File: config.mk
export PLATFORM = sky130hd
export DESIGN_NAME = pisc_top
export DESIGN_NICKNAME = d
export VERILOG_FILES = /design/src/pkg/pisc_pkg.sv /design/src/design/pisc_flag.sv /design/src/design/pisc_top.sv
export VERILOG_INCLUDE_DIRS = /design/src /design/src/pkg
export SDC_FILE = /design/constraint.sdc
export NUM_CORES = 1
export LEC_CHECK = 0
export BUFFER_PORTS_ARGS = -buffer_cell sky130_fd_sc_hd__buf_2
export CAP_MARGIN = 20
export CELL_PAD_IN_SITES_DETAIL_PLACEMENT = 0
export CELL_PAD_IN_SITES_GLOBAL_PLACEMENT = 2
export CORE_AREA = 8 8 128 118
export CTS_CLUSTER_SIZE = 14
export DETAILED_ROUTE_END_ITERATION = 16
export DIE_AREA = 0 0 136 126
export HOLD_SLACK_MARGIN = 0.06
export PLACE_DENSITY = 0.82
export SYNTH_ARGS = -nofsm -noshare
export SYNTH_HDL_FRONTEND = slang
export SYNTH_SLANG_ARGS = --single-unit
File: constraint.sdc
create_clock -name aclk -period 1.7 [get_ports aclk]
set_input_delay 0.17 -clock aclk [delete_from_list [all_inputs] [get_ports aclk]]
set_output_delay 0.17 -clock aclk [all_outputs]
set_load 0.05 [all_outputs]
File: src/pkg/pisc_regs.svh
`ifndef PISC_REGS_SVH
`define PISC_REGS_SVH

// Register indices as printed; the byte address is four times the index.
`define PISC_PEND_IDX 10'h0ae
`define PISC_SCAN_IDX 10'h0af

// Interrupt enable and write-one-to-clear registers, byte addresses.
`define PISC_IEN_ADDR 12'h300
`define PISC_ICLR_ADDR 12'h304

// Reset values.
`define PISC_PEND_RST 8'h00
`define PISC_SCAN_RST 1'b0
`define PISC_IEN_RST 8'h00

// Flag positions inside the pending register.
`define PISC_BIT_PWM_B 7
`define PISC_BIT_TIMER_D 6
`define PISC_BIT_PORT 5
`define PISC_BIT_WDOG 4
`define PISC_BIT_TIMER_C 3
`define PISC_BIT_PWM_A 2
`define PISC_BIT_LCD 1
`define PISC_BIT_LED 0

// Scan enable position inside the scan-control register.
`define PISC_SCAN_BIT 0

// AXI response codes.
`define PISC_RESP_OKAY 2'h0
`define PISC_RESP_SLVERR 2'h2

`endif

File: src/pkg/pisc_pkg.sv
package pisc_pkg;

   // Which register an address selects.
   typedef enum logic [2:0] {
      PISC_REG_PEND,
      PISC_REG_SCAN,
      PISC_REG_IEN,
      PISC_REG_ICLR,
      PISC_REG_NONE
   } pisc_reg_t;

   // State of one pending flag cell.
   typedef struct packed {
      logic flag;
   } pisc_flag_st_t;

   // State of the top module: bus slave and control registers.
   typedef struct packed {
      logic aw_rdy;
      logic w_rdy;
      logic aw_got;
      logic w_got;
      logic [11:0] awaddr;
      logic [7:0] wdata;
      logic wstb0;
      logic bvalid;
      logic [1:0] bresp;
      logic ar_rdy;
      logic rvalid;
      logic [31:0] rdata;
      logic [1:0] rresp;
      logic scan;
      logic [7:0] ien;
      logic irq;
   } pisc_top_st_t;

endpackage : pisc_pkg

File: src/design/pisc_flag.sv
`timescale 1ns/1ns
`default_nettype none

// One sticky pending flag: the source sets it, any clear path drops it.
module pisc_flag (
   input wire logic aclk,
   input wire logic aresetn,
   input wire logic aclken,
   input wire logic set_pulse,
   input wire logic clr_pulse,
   output logic flag_q
);

   pisc_pkg::pisc_flag_st_t st_r; // Registered state.
   pisc_pkg::pisc_flag_st_t st_nxt; // Next state.

   // A set in the same cycle as a clear wins so no event is lost.
   always_comb begin
      st_nxt = st_r;
      if (set_pulse) begin
         st_nxt.flag = 1'b1;
      end else if (clr_pulse) begin
         st_nxt.flag = 1'b0;
      end
   end

   // Synchronous reset; the clock enable freezes the flag.
   always_ff @(posedge aclk) begin
      if (!aresetn) begin
         st_r.flag <= 1'b0;
      end else if (aclken) begin
         st_r <= st_nxt;
      end
   end

   assign flag_q = st_r.flag;

endmodule : pisc_flag

`default_nettype wire

File: src/design/pisc_top.sv
// Operation
// - Second PWM flag cleared by zero or off
// - Fourth timer flag cleared by zero or config
// - Port flag cleared by zero or select zero
// - Watchdog flag cleared by zero or control write
// - Third timer flag cleared by zero or config
// - First PWM flag cleared by zero or off
// - LCD flag cleared by zero or scan write
// - LED flag cleared by zero or scan write
// - Flags show pending state, zero after reset
// - Scan bit zero starts scanning, resets zero
// - Pending at AEH, scan control at AFH
//
// The AXI4-Lite register port was left to the implementer.
`timescale 1ns/1ns
`default_nettype none
`include "pisc_regs.svh"

module pisc_top (
   input wire logic aclk,
   input wire logic aclken,
   input wire logic aresetn,
   input wire logic [11:0] s_axi_awaddr,
   input wire logic s_axi_awvalid,
   output logic s_axi_awready,
   input wire logic [31:0] s_axi_wdata,
   input wire logic [3:0] s_axi_wstrb,
   input wire logic s_axi_wvalid,
   output logic s_axi_wready,
   output logic [1:0] s_axi_bresp,
   output logic s_axi_bvalid,
   input wire logic s_axi_bready,
   input wire logic [11:0] s_axi_araddr,
   input wire logic s_axi_arvalid,
   output logic s_axi_arready,
   output logic [31:0] s_axi_rdata,
   output logic [1:0] s_axi_rresp,
   output logic s_axi_rvalid,
   input wire logic s_axi_rready,
   input wire logic [7:0] irq_src_set,
   input wire logic pwm_b_off_evt,
   input wire logic timer_d_config_wr,
   input wire logic port_irq_input_select_zero_wr,
   input wire logic watchdog_control_wr,
   input wire logic timer_c_config_wr,
   input wire logic pwm_a_off_evt,
   output logic [7:0] peripheral_irq_pending,
   output logic scan_enable,
   output logic irq
);

   pisc_pkg::pisc_top_st_t st_r; // Registered state.
   pisc_pkg::pisc_top_st_t st_nxt; // Next state.
   logic [7:0] flag_clr; // Clear request per flag this cycle.
   logic [7:0] flag_set; // Set request per flag this cycle.
   logic wr_do; // A buffered write is carried out this cycle.
   pisc_pkg::pisc_reg_t wr_sel; // Register hit by that write.
   pisc_pkg::pisc_reg_t rd_sel; // Register hit by an accepted read.

   // Address decode, shared by the read and write paths.
   function automatic pisc_pkg::pisc_reg_t pisc_dec(input logic [11:0] a);
      if (a == {`PISC_PEND_IDX, 2'b00}) begin
         return pisc_pkg::PISC_REG_PEND;
      end else if (a == {`PISC_SCAN_IDX, 2'b00}) begin
         return pisc_pkg::PISC_REG_SCAN;
      end else if (a == `PISC_IEN_ADDR) begin
         return pisc_pkg::PISC_REG_IEN;
      end else if (a == `PISC_ICLR_ADDR) begin
         return pisc_pkg::PISC_REG_ICLR;
      end else begin
         return pisc_pkg::PISC_REG_NONE;
      end
   endfunction : pisc_dec

   assign wr_sel = pisc_dec(st_r.awaddr);
   assign rd_sel = pisc_dec(s_axi_araddr);
   // The write fires once address and data are both held and the
   // previous response has been taken.
   assign wr_do = st_r.aw_got && st_r.w_got && !st_r.bvalid;

   // Collect every clear path. Only lane 0 carries register bits, so a
   // write without it stores nothing and clears nothing.
   always_comb begin
      flag_clr = 8'h00;
      if (wr_do && st_r.wstb0) begin
         unique case (wr_sel)
            pisc_pkg::PISC_REG_PEND: begin
               // Zeros clear, ones leave the flag alone.
               flag_clr = ~st_r.wdata;
            end
            pisc_pkg::PISC_REG_SCAN: begin
               flag_clr[`PISC_BIT_LCD] = 1'b1;
               flag_clr[`PISC_BIT_LED] = 1'b1;
            end
            pisc_pkg::PISC_REG_ICLR: begin
               flag_clr = st_r.wdata;
            end
            pisc_pkg::PISC_REG_IEN, pisc_pkg::PISC_REG_NONE: begin
               flag_clr = 8'h00;
            end
         endcase
      end
      flag_clr[`PISC_BIT_PWM_B] = flag_clr[`PISC_BIT_PWM_B] |
         pwm_b_off_evt;
      flag_clr[`PISC_BIT_TIMER_D] = flag_clr[`PISC_BIT_TIMER_D] |
         timer_d_config_wr;
      flag_clr[`PISC_BIT_PORT] = flag_clr[`PISC_BIT_PORT] |
         port_irq_input_select_zero_wr;
      flag_clr[`PISC_BIT_WDOG] = flag_clr[`PISC_BIT_WDOG] |
         watchdog_control_wr;
      flag_clr[`PISC_BIT_TIMER_C] = flag_clr[`PISC_BIT_TIMER_C] |
         timer_c_config_wr;
      flag_clr[`PISC_BIT_PWM_A] = flag_clr[`PISC_BIT_PWM_A] |
         pwm_a_off_evt;
   end

   // Sources are on this clock, so their pulses need no synchroniser.
   assign flag_set = irq_src_set;

   // One sticky cell per source.
   genvar gi;
   generate
      for (gi = 0; gi < 8; gi++) begin : g_flag
         pisc_flag u_flag (
            .aclk(aclk),
            .aresetn(aresetn),
            .aclken(aclken),
            .set_pulse(flag_set[gi]),
            .clr_pulse(flag_clr[gi]),
            .flag_q(peripheral_irq_pending[gi])
         );
      end
   endgenerate

   // Bus slave, control registers and interrupt output.
   always_comb begin
      st_nxt = st_r;
      // Capture address and data independently, in either order.
      if (s_axi_awvalid && st_r.aw_rdy) begin
         st_nxt.aw_got = 1'b1;
         st_nxt.awaddr = s_axi_awaddr;
      end
      if (s_axi_wvalid && st_r.w_rdy) begin
         st_nxt.w_got = 1'b1;
         st_nxt.wdata = s_axi_wdata[7:0];
         st_nxt.wstb0 = s_axi_wstrb[0];
      end
      if (wr_do) begin
         st_nxt.aw_got = 1'b0;
         st_nxt.w_got = 1'b0;
         st_nxt.bvalid = 1'b1;
         st_nxt.bresp = `PISC_RESP_OKAY;
         unique case (wr_sel)
            pisc_pkg::PISC_REG_SCAN: begin
               if (st_r.wstb0) begin
                  st_nxt.scan = st_r.wdata[`PISC_SCAN_BIT];
               end
            end
            pisc_pkg::PISC_REG_IEN: begin
               if (st_r.wstb0) begin
                  st_nxt.ien = st_r.wdata;
               end
            end
            pisc_pkg::PISC_REG_PEND, pisc_pkg::PISC_REG_ICLR: begin
               // Flag effects are handled by the clear collector.
               st_nxt.bresp = `PISC_RESP_OKAY;
            end
            pisc_pkg::PISC_REG_NONE: begin
               st_nxt.bresp = `PISC_RESP_SLVERR;
            end
         endcase
      end
      if (st_r.bvalid && s_axi_bready) begin
         st_nxt.bvalid = 1'b0;
      end
      // Hold off new writes until the response has been taken.
      st_nxt.aw_rdy = !st_nxt.aw_got && !st_nxt.bvalid;
      st_nxt.w_rdy = !st_nxt.w_got && !st_nxt.bvalid;
      // Reads: one outstanding, answered on the next cycle.
      if (st_r.rvalid && s_axi_rready) begin
         st_nxt.rvalid = 1'b0;
      end
      if (s_axi_arvalid && st_r.ar_rdy) begin
         st_nxt.rvalid = 1'b1;
         st_nxt.rresp = `PISC_RESP_OKAY;
         unique case (rd_sel)
            pisc_pkg::PISC_REG_PEND: begin
               st_nxt.rdata = {24'h000000,
                  peripheral_irq_pending};
            end
            pisc_pkg::PISC_REG_SCAN: begin
               // Reserved bits read as zero.
               st_nxt.rdata = {31'h00000000, st_r.scan};
            end
            pisc_pkg::PISC_REG_IEN: begin
               st_nxt.rdata = {24'h000000, st_r.ien};
            end
            pisc_pkg::PISC_REG_ICLR: begin
               // Write-only register reads as zero.
               st_nxt.rdata = 32'h00000000;
            end
            pisc_pkg::PISC_REG_NONE: begin
               st_nxt.rdata = 32'h00000000;
               st_nxt.rresp = `PISC_RESP_SLVERR;
            end
         endcase
      end
      st_nxt.ar_rdy = !st_nxt.rvalid;
      // The level output lags the flags by one cycle, which keeps it a
      // clean flop at the cost of one cycle of latency.
      st_nxt.irq = |(peripheral_irq_pending & st_r.ien);
   end

   // Synchronous reset; the clock enable freezes all state.
   always_ff @(posedge aclk) begin
      if (!aresetn) begin
         st_r.aw_rdy <= 1'b0;
         st_r.w_rdy <= 1'b0;
         st_r.aw_got <= 1'b0;
         st_r.w_got <= 1'b0;
         st_r.awaddr <= 12'h000;
         st_r.wdata <= 8'h00;
         st_r.wstb0 <= 1'b0;
         st_r.bvalid <= 1'b0;
         st_r.bresp <= `PISC_RESP_OKAY;
         st_r.ar_rdy <= 1'b0;
         st_r.rvalid <= 1'b0;
         st_r.rdata <= 32'h00000000;
         st_r.rresp <= `PISC_RESP_OKAY;
         st_r.scan <= `PISC_SCAN_RST;
         st_r.ien <= `PISC_IEN_RST;
         st_r.irq <= 1'b0;
      end else if (aclken) begin
         st_r <= st_nxt;
      end
   end

   assign s_axi_awready = st_r.aw_rdy;
   assign s_axi_wready = st_r.w_rdy;
   assign s_axi_bvalid = st_r.bvalid;
   assign s_axi_bresp = st_r.bresp;
   assign s_axi_arready = st_r.ar_rdy;
   assign s_axi_rvalid = st_r.rvalid;
   assign s_axi_rdata = st_r.rdata;
   assign s_axi_rresp = st_r.rresp;
   assign scan_enable = st_r.scan;
   assign irq = st_r.irq;
endmodule : pisc_top

`default_nettype wire

Yosys cells after proc, flatten, opt, wreduce, memory -nomap -nowiden --
Index checks and enable logic that the tools add are counted. W data, S select, Z words.
Operators by class: equal/unequal tests 16, muxes and demuxes 37, bitwise gates (word level) 8, reductions and logical operators 42
Operators by type and width (count):
- $pmux W32 S4 | 1
- $eq A12 B10 Y1 const B | 8
- $mux W35 | 1
- $mux W3 | 9
- $reduce_and A2 Y1 | 12
- $mux W1 | 20
- $reduce_bool A2 Y1 | 8
- $eq A3 B2 Y1 const B | 4
- $pmux W6 S2 | 1
- $logic_and A1 B1 Y1 | 10
- $and A8 B8 Y8 | 1
- $mux W8 | 1
- $not A8 Y8 | 1
- $pmux W2 S4 | 1
- $reduce_and A4 Y1 | 2
- $reduce_or A8 Y1 | 1
- $eq A3 B1 Y1 const B | 2
- $eq A3 B3 Y1 const B | 2
- $logic_not A3 Y1 | 2
- $mux W2 | 3
- $or A1 B1 Y1 | 6
- $logic_not A1 Y1 | 5
- $reduce_or A2 Y1 | 2
Word-level totals: register bits after elaboration 82, bits of input ports 82, output and inout port bits 51, logic and storage cells 127

Logic depth before layout (Yosys ltp) --
word-level depth 12, gate-level depth with buffers 7, depth with buffers taken out 4

Modules after synthesis --
Synthesis repeated with hierarchy kept, for this count alone.
Second synthesis, totals: cell total of the unflattened synthesis 346, area total of the unflattened synthesis 2760.1 um^2
Modules (own cells, without submodules):
- pisc_top | instances 1, cells each 314, area an instance 2449.8 um^2, seq. area each 960.9 um^2
- pisc_flag | instances 8, cells each 4, area an instance 38.8 um^2, seq. area each 20.0 um^2

Least setup slack after synthesis --
OpenSTA, ideal clock, no wires.
path type reg-to-reg, start register st_r (netlist bit s_axi_bvalid), end register st_r[1] (netlist name), library setup time 0.071 ns, data arrival time 1.605 ns, required time 1.629 ns, setup slack 0.024 ns, stages on the path, launching flop included 7, buffers on the path 2, clock period less this slack 1.676 ns, cells stage by stage dfxtp_1 > and4b_1 > clkbuf_1 > and3b_1 > clkbuf_1 > nand3_1 > a21oi_1
On the way: word-level cells in the longest chain between the ends 3
Ends and longest elaborated chain:
- from (decl) | line pisc_top.sv:52 | pisc_pkg::pisc_top_st_t st_r;
- from (signal assigned) | line pisc_top.sv:234 | st_r <= st_nxt;
- $logic_not A1 Y1 | line pisc_top.sv:79 | assign wr_do = st_r.aw_got && st_r.w_got && !st_r.bvalid;
- $logic_and A1 B1 Y1 | line pisc_top.sv:79
- $reduce_and A4 Y1 (no source line)
No other way between the ends. A chain may end at the register's enable or synchronous reset.

Worst setup path in the final report --
start register st_r[64] (netlist name), end register g_flag[4].u_flag.st_r
On the way: word-level cells in the longest chain between the ends 11, elaborated cells between the ends (all ways) 15, those cells by class eq/ne: 5; mux: 6; bitwise: 1; reduce/logical: 3
Ends and longest elaborated chain:
- $eq A12 B10 Y1 (no source line)
- $mux W3 | line pisc_top.sv:68 | end else if (a == `PISC_ICLR_ADDR) begin
- $mux W3 | line pisc_top.sv:66 | end else if (a == `PISC_IEN_ADDR) begin
- $mux W3 | line pisc_top.sv:64 | end else if (a == {`PISC_SCAN_IDX, 2'b00}) begin
- $mux W3 * | line pisc_top.sv:62 | if (a == {`PISC_PEND_IDX, 2'b00}) begin
- $eq A3 B2 Y1 / $logic_not A3 Y1 (equally long branches) | line pisc_top.sv:86 | unique case (wr_sel)
- $pmux W6 S2 * | line pisc_top.sv:86
- $mux W8 * | line pisc_top.sv:85 | if (wr_do && st_r.wstb0) begin
- $or A1 B1 Y1 * | line pisc_top.sv:109 | flag_clr[`PISC_BIT_WDOG] = flag_clr[`PISC_BIT_WDOG] |
- $reduce_bool A2 Y1 (no source line) *
- $reduce_and A2 Y1 (no source line) *
- to (signal assigned) | line pisc_flag.sv:32 | st_r <= st_nxt;
- to (decl) | line pisc_flag.sv:14 | pisc_pkg::pisc_flag_st_t st_r;
Every way passes the cells marked *; elsewhere a longest branch is shown, timed or not.

==> summary.md <==
| Metric | Value |
|---|---|
| Largest family of logic cells by synthesized area | compound AO/OA/AOI/OAI gates |
| Final Core Density | 27.0% |
| Type of element launching the critical path | flop |
| Number of diodes | 0 |
| Effective utilization at floorplan | 22.2% |
| TritonCTS sink count | 56 |
| Synth Area in Adders | 0% |
| Top delay family on crit path | simple AND/OR/NAND/NOR gates |
| Post-route DRC violation count | 0 |
| Final hold violation count | 0 |
| Post-CTS Hold Buffers | 0 |
| Top-area cell type share of the netlist area | 38.9% |
| Die Outline Area | 0.0171 sq mm |
| Mean routed wirelength per cell | 14.4 um |
| Met3 routing resource usage after global routing | 2.94% |
| Mux contribution to synthesized area | 3.04% |
| Die Wd | 136 um |
| Area contributors post-synth | dfxtp_1 (39%), buf_4 (11%), nand2_1 (7.7%) |
| Die Height | 126 um |
| Violation count after the first detailed-routing iteration | 137 |
| First-pass iteration count of the detailed router | 4 |
| Largest voltage drop on the vdd net | 0.376 mV |
| Compound-Gate Fraction of Synth Area | 22.2% |
| Overflow after GRT | 0 |
| Endpoint of the most critical register-to-register path | g_flag[4].u_flag.flag_q$_SDFFE_PN0P_ |
| GR Layer Usage met2 | 15.6% |
| RSZ-0062 raised after global routing | yes |
| WHS Path Cells | 2 |
| Avg Cell Area, Syn | 8.10 sq um |
| Share of synthesized flip-flops with an asynchronous set or reset | 0% |
| Crit path required time | 1.86 ns |
| Post-synth EDFFs | 0 |
| Post-route setup slack | -0.0151 ns |
| Biggest fanout along the worst timing path | 6 |
| Ratio of final minimum period to clock period | 101% |
| Synth Cell Area | 0.00288 sq mm |
| Critical setup path kind | flop to flop |
| IO buf count | 79 |
| Clock-pin slew of the registers on the worst-case setup and hold paths | 0.07 ns |
| Buffer type at the clock tree root | clkbuf_16 |
| Number of nets with antenna violations after detailed routing | 0 |
| Number of global-route vias before repair | 2767 |
| Clock Skew | 0.00606 ns |
| Detailed-route via count | 2626 |
| # setup viols final | 6 |
| Cell-by-cell listing of the critical path | or4b_4, o41ai_4, buf_4, mux2_2, o32ai_1 |
| Buffers plus inverters on the worst setup path | 1 |
| PD cells | 872 mW/mm^2 |
| Wire length of the first global-routing pass | 14000 um |
| Count of warnings emitted by yosys | 0 |
| Simple-gate portion of the synthesized area | 20.4% |
| Clock tree from TritonCTS | done |
| Terminating pin of the worst hold path | g_flag[2].u_flag.flag_q$_SDFFE_PN0P_ |
| Drt total wl | 8550 um |
| Capturing element type of the critical path | flop |
| Leading cell type in the layout, fill and taps excluded | buf_2 |
| Gate Count Post-Synth | 356 |
| Layout cells sized above 1 | 29.3% |
| Synth Area in XOR/XNOR | 0% |
| Fill cell instance count of the final layout | 1462 |
| Number of rows in the core area | 40 |
| Reg2reg setup slack | -0.02 ns |
| Final Power | 3.06 mW |
| Pins Over Slew Limit | 0 |
| Core Area | 0.0130 sq mm |
| Clk_lat worst skew | 0.29 ns |
| Worst stage delay on the critical path | 0.56 ns |
| Crit path arrival time | 1.87 ns |
| Highest-utilization routing layer at the global route stage | met2 |
| Cell taking the most area after synthesis | dfxtp_1 |
| Routability Congestion | 0.769 |
| Worst min-delay path startpoint | pwm_a_off_evt |
| Combined global-route utilization of all metal layers | 10.1% |
| Most used cells in the layout excluding fill and tap cells | buf_2 (79), nand2_1 (59), dfxtp_1 (55) |
| Post-synthesis sequential area ratio | 38.9% |
| Number of top-level pins | 133 |
| HPWL Detailed | 6840 um |
| Area delta synth->final | 21.9% |
| Kind of path behind the tightest hold check | primary input to flop |
| Pin count of the biggest net entering global routing | 43 |
| Initial antenna violation count | 1 |
| Reg2Reg Depth | 5 |
| Count of distinct cell types in the synthesized netlist | 44 |
| Violated checks | setup timing |
| GR met1 Demand/Resource | 13.4% |
| FMAX | 583 MHz |
| Total CTS buffers | 5 |
| Register bit count reported by yosys | 56 |
| Result of the run | finished with violations |
| Worst flop-to-flop path startpoint | st_r[64]$_SDFFE_PN0P_ |
| Leakage power total | 1.44 nW |
| Reported max-cap violation count | 0 |
| Leading register cell type out of synthesis | dfxtp_1 |
| Post-route minimum period | 1.72 ns |
| Number of H-tree branching levels | 2 |
| Slowest CP cell | or4b_4 |
| Detailed-route vias per instance | 4.41 |
| Clock tree buffer depth | 2 |
| Final net count | 508 |
## metrics by stage
| stage | setup WS [ns] | cells | hold WS [ns] | TNS [ns] | instance area [sq um] |
|---|---|---|---|---|---|
| 2_1_floorplan | 0.0242 | 381 | 0.284 | 0 | 2980 |
| 3_3_place_gp | -0.0695 | 583 | 0.381 | -0.385 | 3310 |
| 3_5_place_dp | -0.102 | 583 | 0.388 | -0.530 | 3310 |
| 4_1_cts | -0.0303 | 594 | 0.0747 | -0.161 | 3500 |
| 5_1_grt | -0.104 | 595 | 0.0905 | -0.988 | 3510 |
| 6_report | -0.0151 | 595 | 0.0850 | -0.0568 | 3510 |
## repair_timing
action	CTS	global route
resized for setup	4	5
pin swaps	2	2
setup endpoints to repair	6	15
hold endpoints to repair	0	0
setup buffers	3	1
## sequential cells by signal, summed over array words and instances, names as in the netlist
| register | flops |
|---|---|
| irq | 1 |
| g_flag.u_flag.flag_q | 8 |
| s_axi_rresp | 1 |
| scan_enable | 1 |
| s_axi_wready | 1 |
| s_axi_rdata | 8 |
| s_axi_arready | 1 |
| s_axi_bresp | 1 |
| s_axi_bvalid | 1 |
| st_r | 31 |
| s_axi_rvalid | 1 |
| s_axi_awready | 1 |
## cell type report
type / instances / area, sq um / area share, %
multi-input combinational: 252 / 1430 / 40.8
clock buffer: 6 / 139 / 3.95
clock inverter: 2 / 13.8 / 0.392
inverter: 11 / 41.3 / 1.18
tap: 168 / 210 / 5.98
timing repair buffer: 100 / 553 / 15.7
sequential: 56 / 1120 / 31.9
## worst max-delay path by stage
stage | end | startpoint | cells after the start | slack [ns]
finish | g_flag[4].u_flag.flag_q$_SDFFE_PN0P_ | st_r[64]$_SDFFE_PN0P_ | 5 | -0.02
global route | g_flag[6].u_flag.flag_q$_SDFFE_PN0P_ | st_r[64]$_SDFFE_PN0P_ | 5 | -0.10
CTS | g_flag[5].u_flag.flag_q$_SDFFE_PN0P_ | st_r[65]$_SDFFE_PN0P_ | 5 | -0.03
detailed placement | g_flag[5].u_flag.flag_q$_SDFFE_PN0P_ | st_r[68]$_SDFFE_PN0P_ | 4 | -0.10
global placement | g_flag[7].u_flag.flag_q$_SDFFE_PN0P_ | st_r[68]$_SDFFE_PN0P_ | 4 | -0.07
floorplan | st_r[1]$_SDFFE_PN0P_ | s_axi_bvalid$_SDFFE_PN0P_ | 6 | 0.02
## cells in the mapped netlist (4+ instances only)
cell type,count
nand2_1,59
dfxtp_1,56
buf_4,44
a21oi_1,36
o21ai_0,27
nand3_1,20
clkbuf_1,15
a22oi_1,12
inv_1,10
nor2_1,9
a31oi_1,8
o32ai_1,7
mux2_2,6
and3_1,4
nand2b_1,4
## worst register-to-register path, delay by kind of cell (launching register included)
family                 cells  cell delay, ns
flip-flops                 1            0.31
AO/OA/AOI/OAI              2            0.39
multiplexers               1            0.15
AND/OR/NAND/NOR            1            0.56
buffers and inverters      1            0.18
## kinds of logic after synthesis
logic type | after synthesis
flip-flops | 56
AO/OA/AOI/OAI | 102
AND/OR/NAND/NOR | 116
buffers and inverters | 73
other | 1
multiplexers | 8
## report_power, final
group	total [mW]	internal (mW)	switching, mW
Sequential	1.42	1.36	0.0617
Clock	1.07	0.590	0.477
Combinational	0.571	0.159	0.412
## metal layers
metal | vias to the layer above | wire (um) | part of all wire [%]
met4 | 2 | 99 | 1.2
met5 | - | 10 | 0.12
met3 | 10 | 585 | 6.8
met1 | 1204 | 4120 | 48
met2 | 85 | 3730 | 44
li1 | 1325 | - | -
Note: power is estimated with default switching activity, not from simulation.
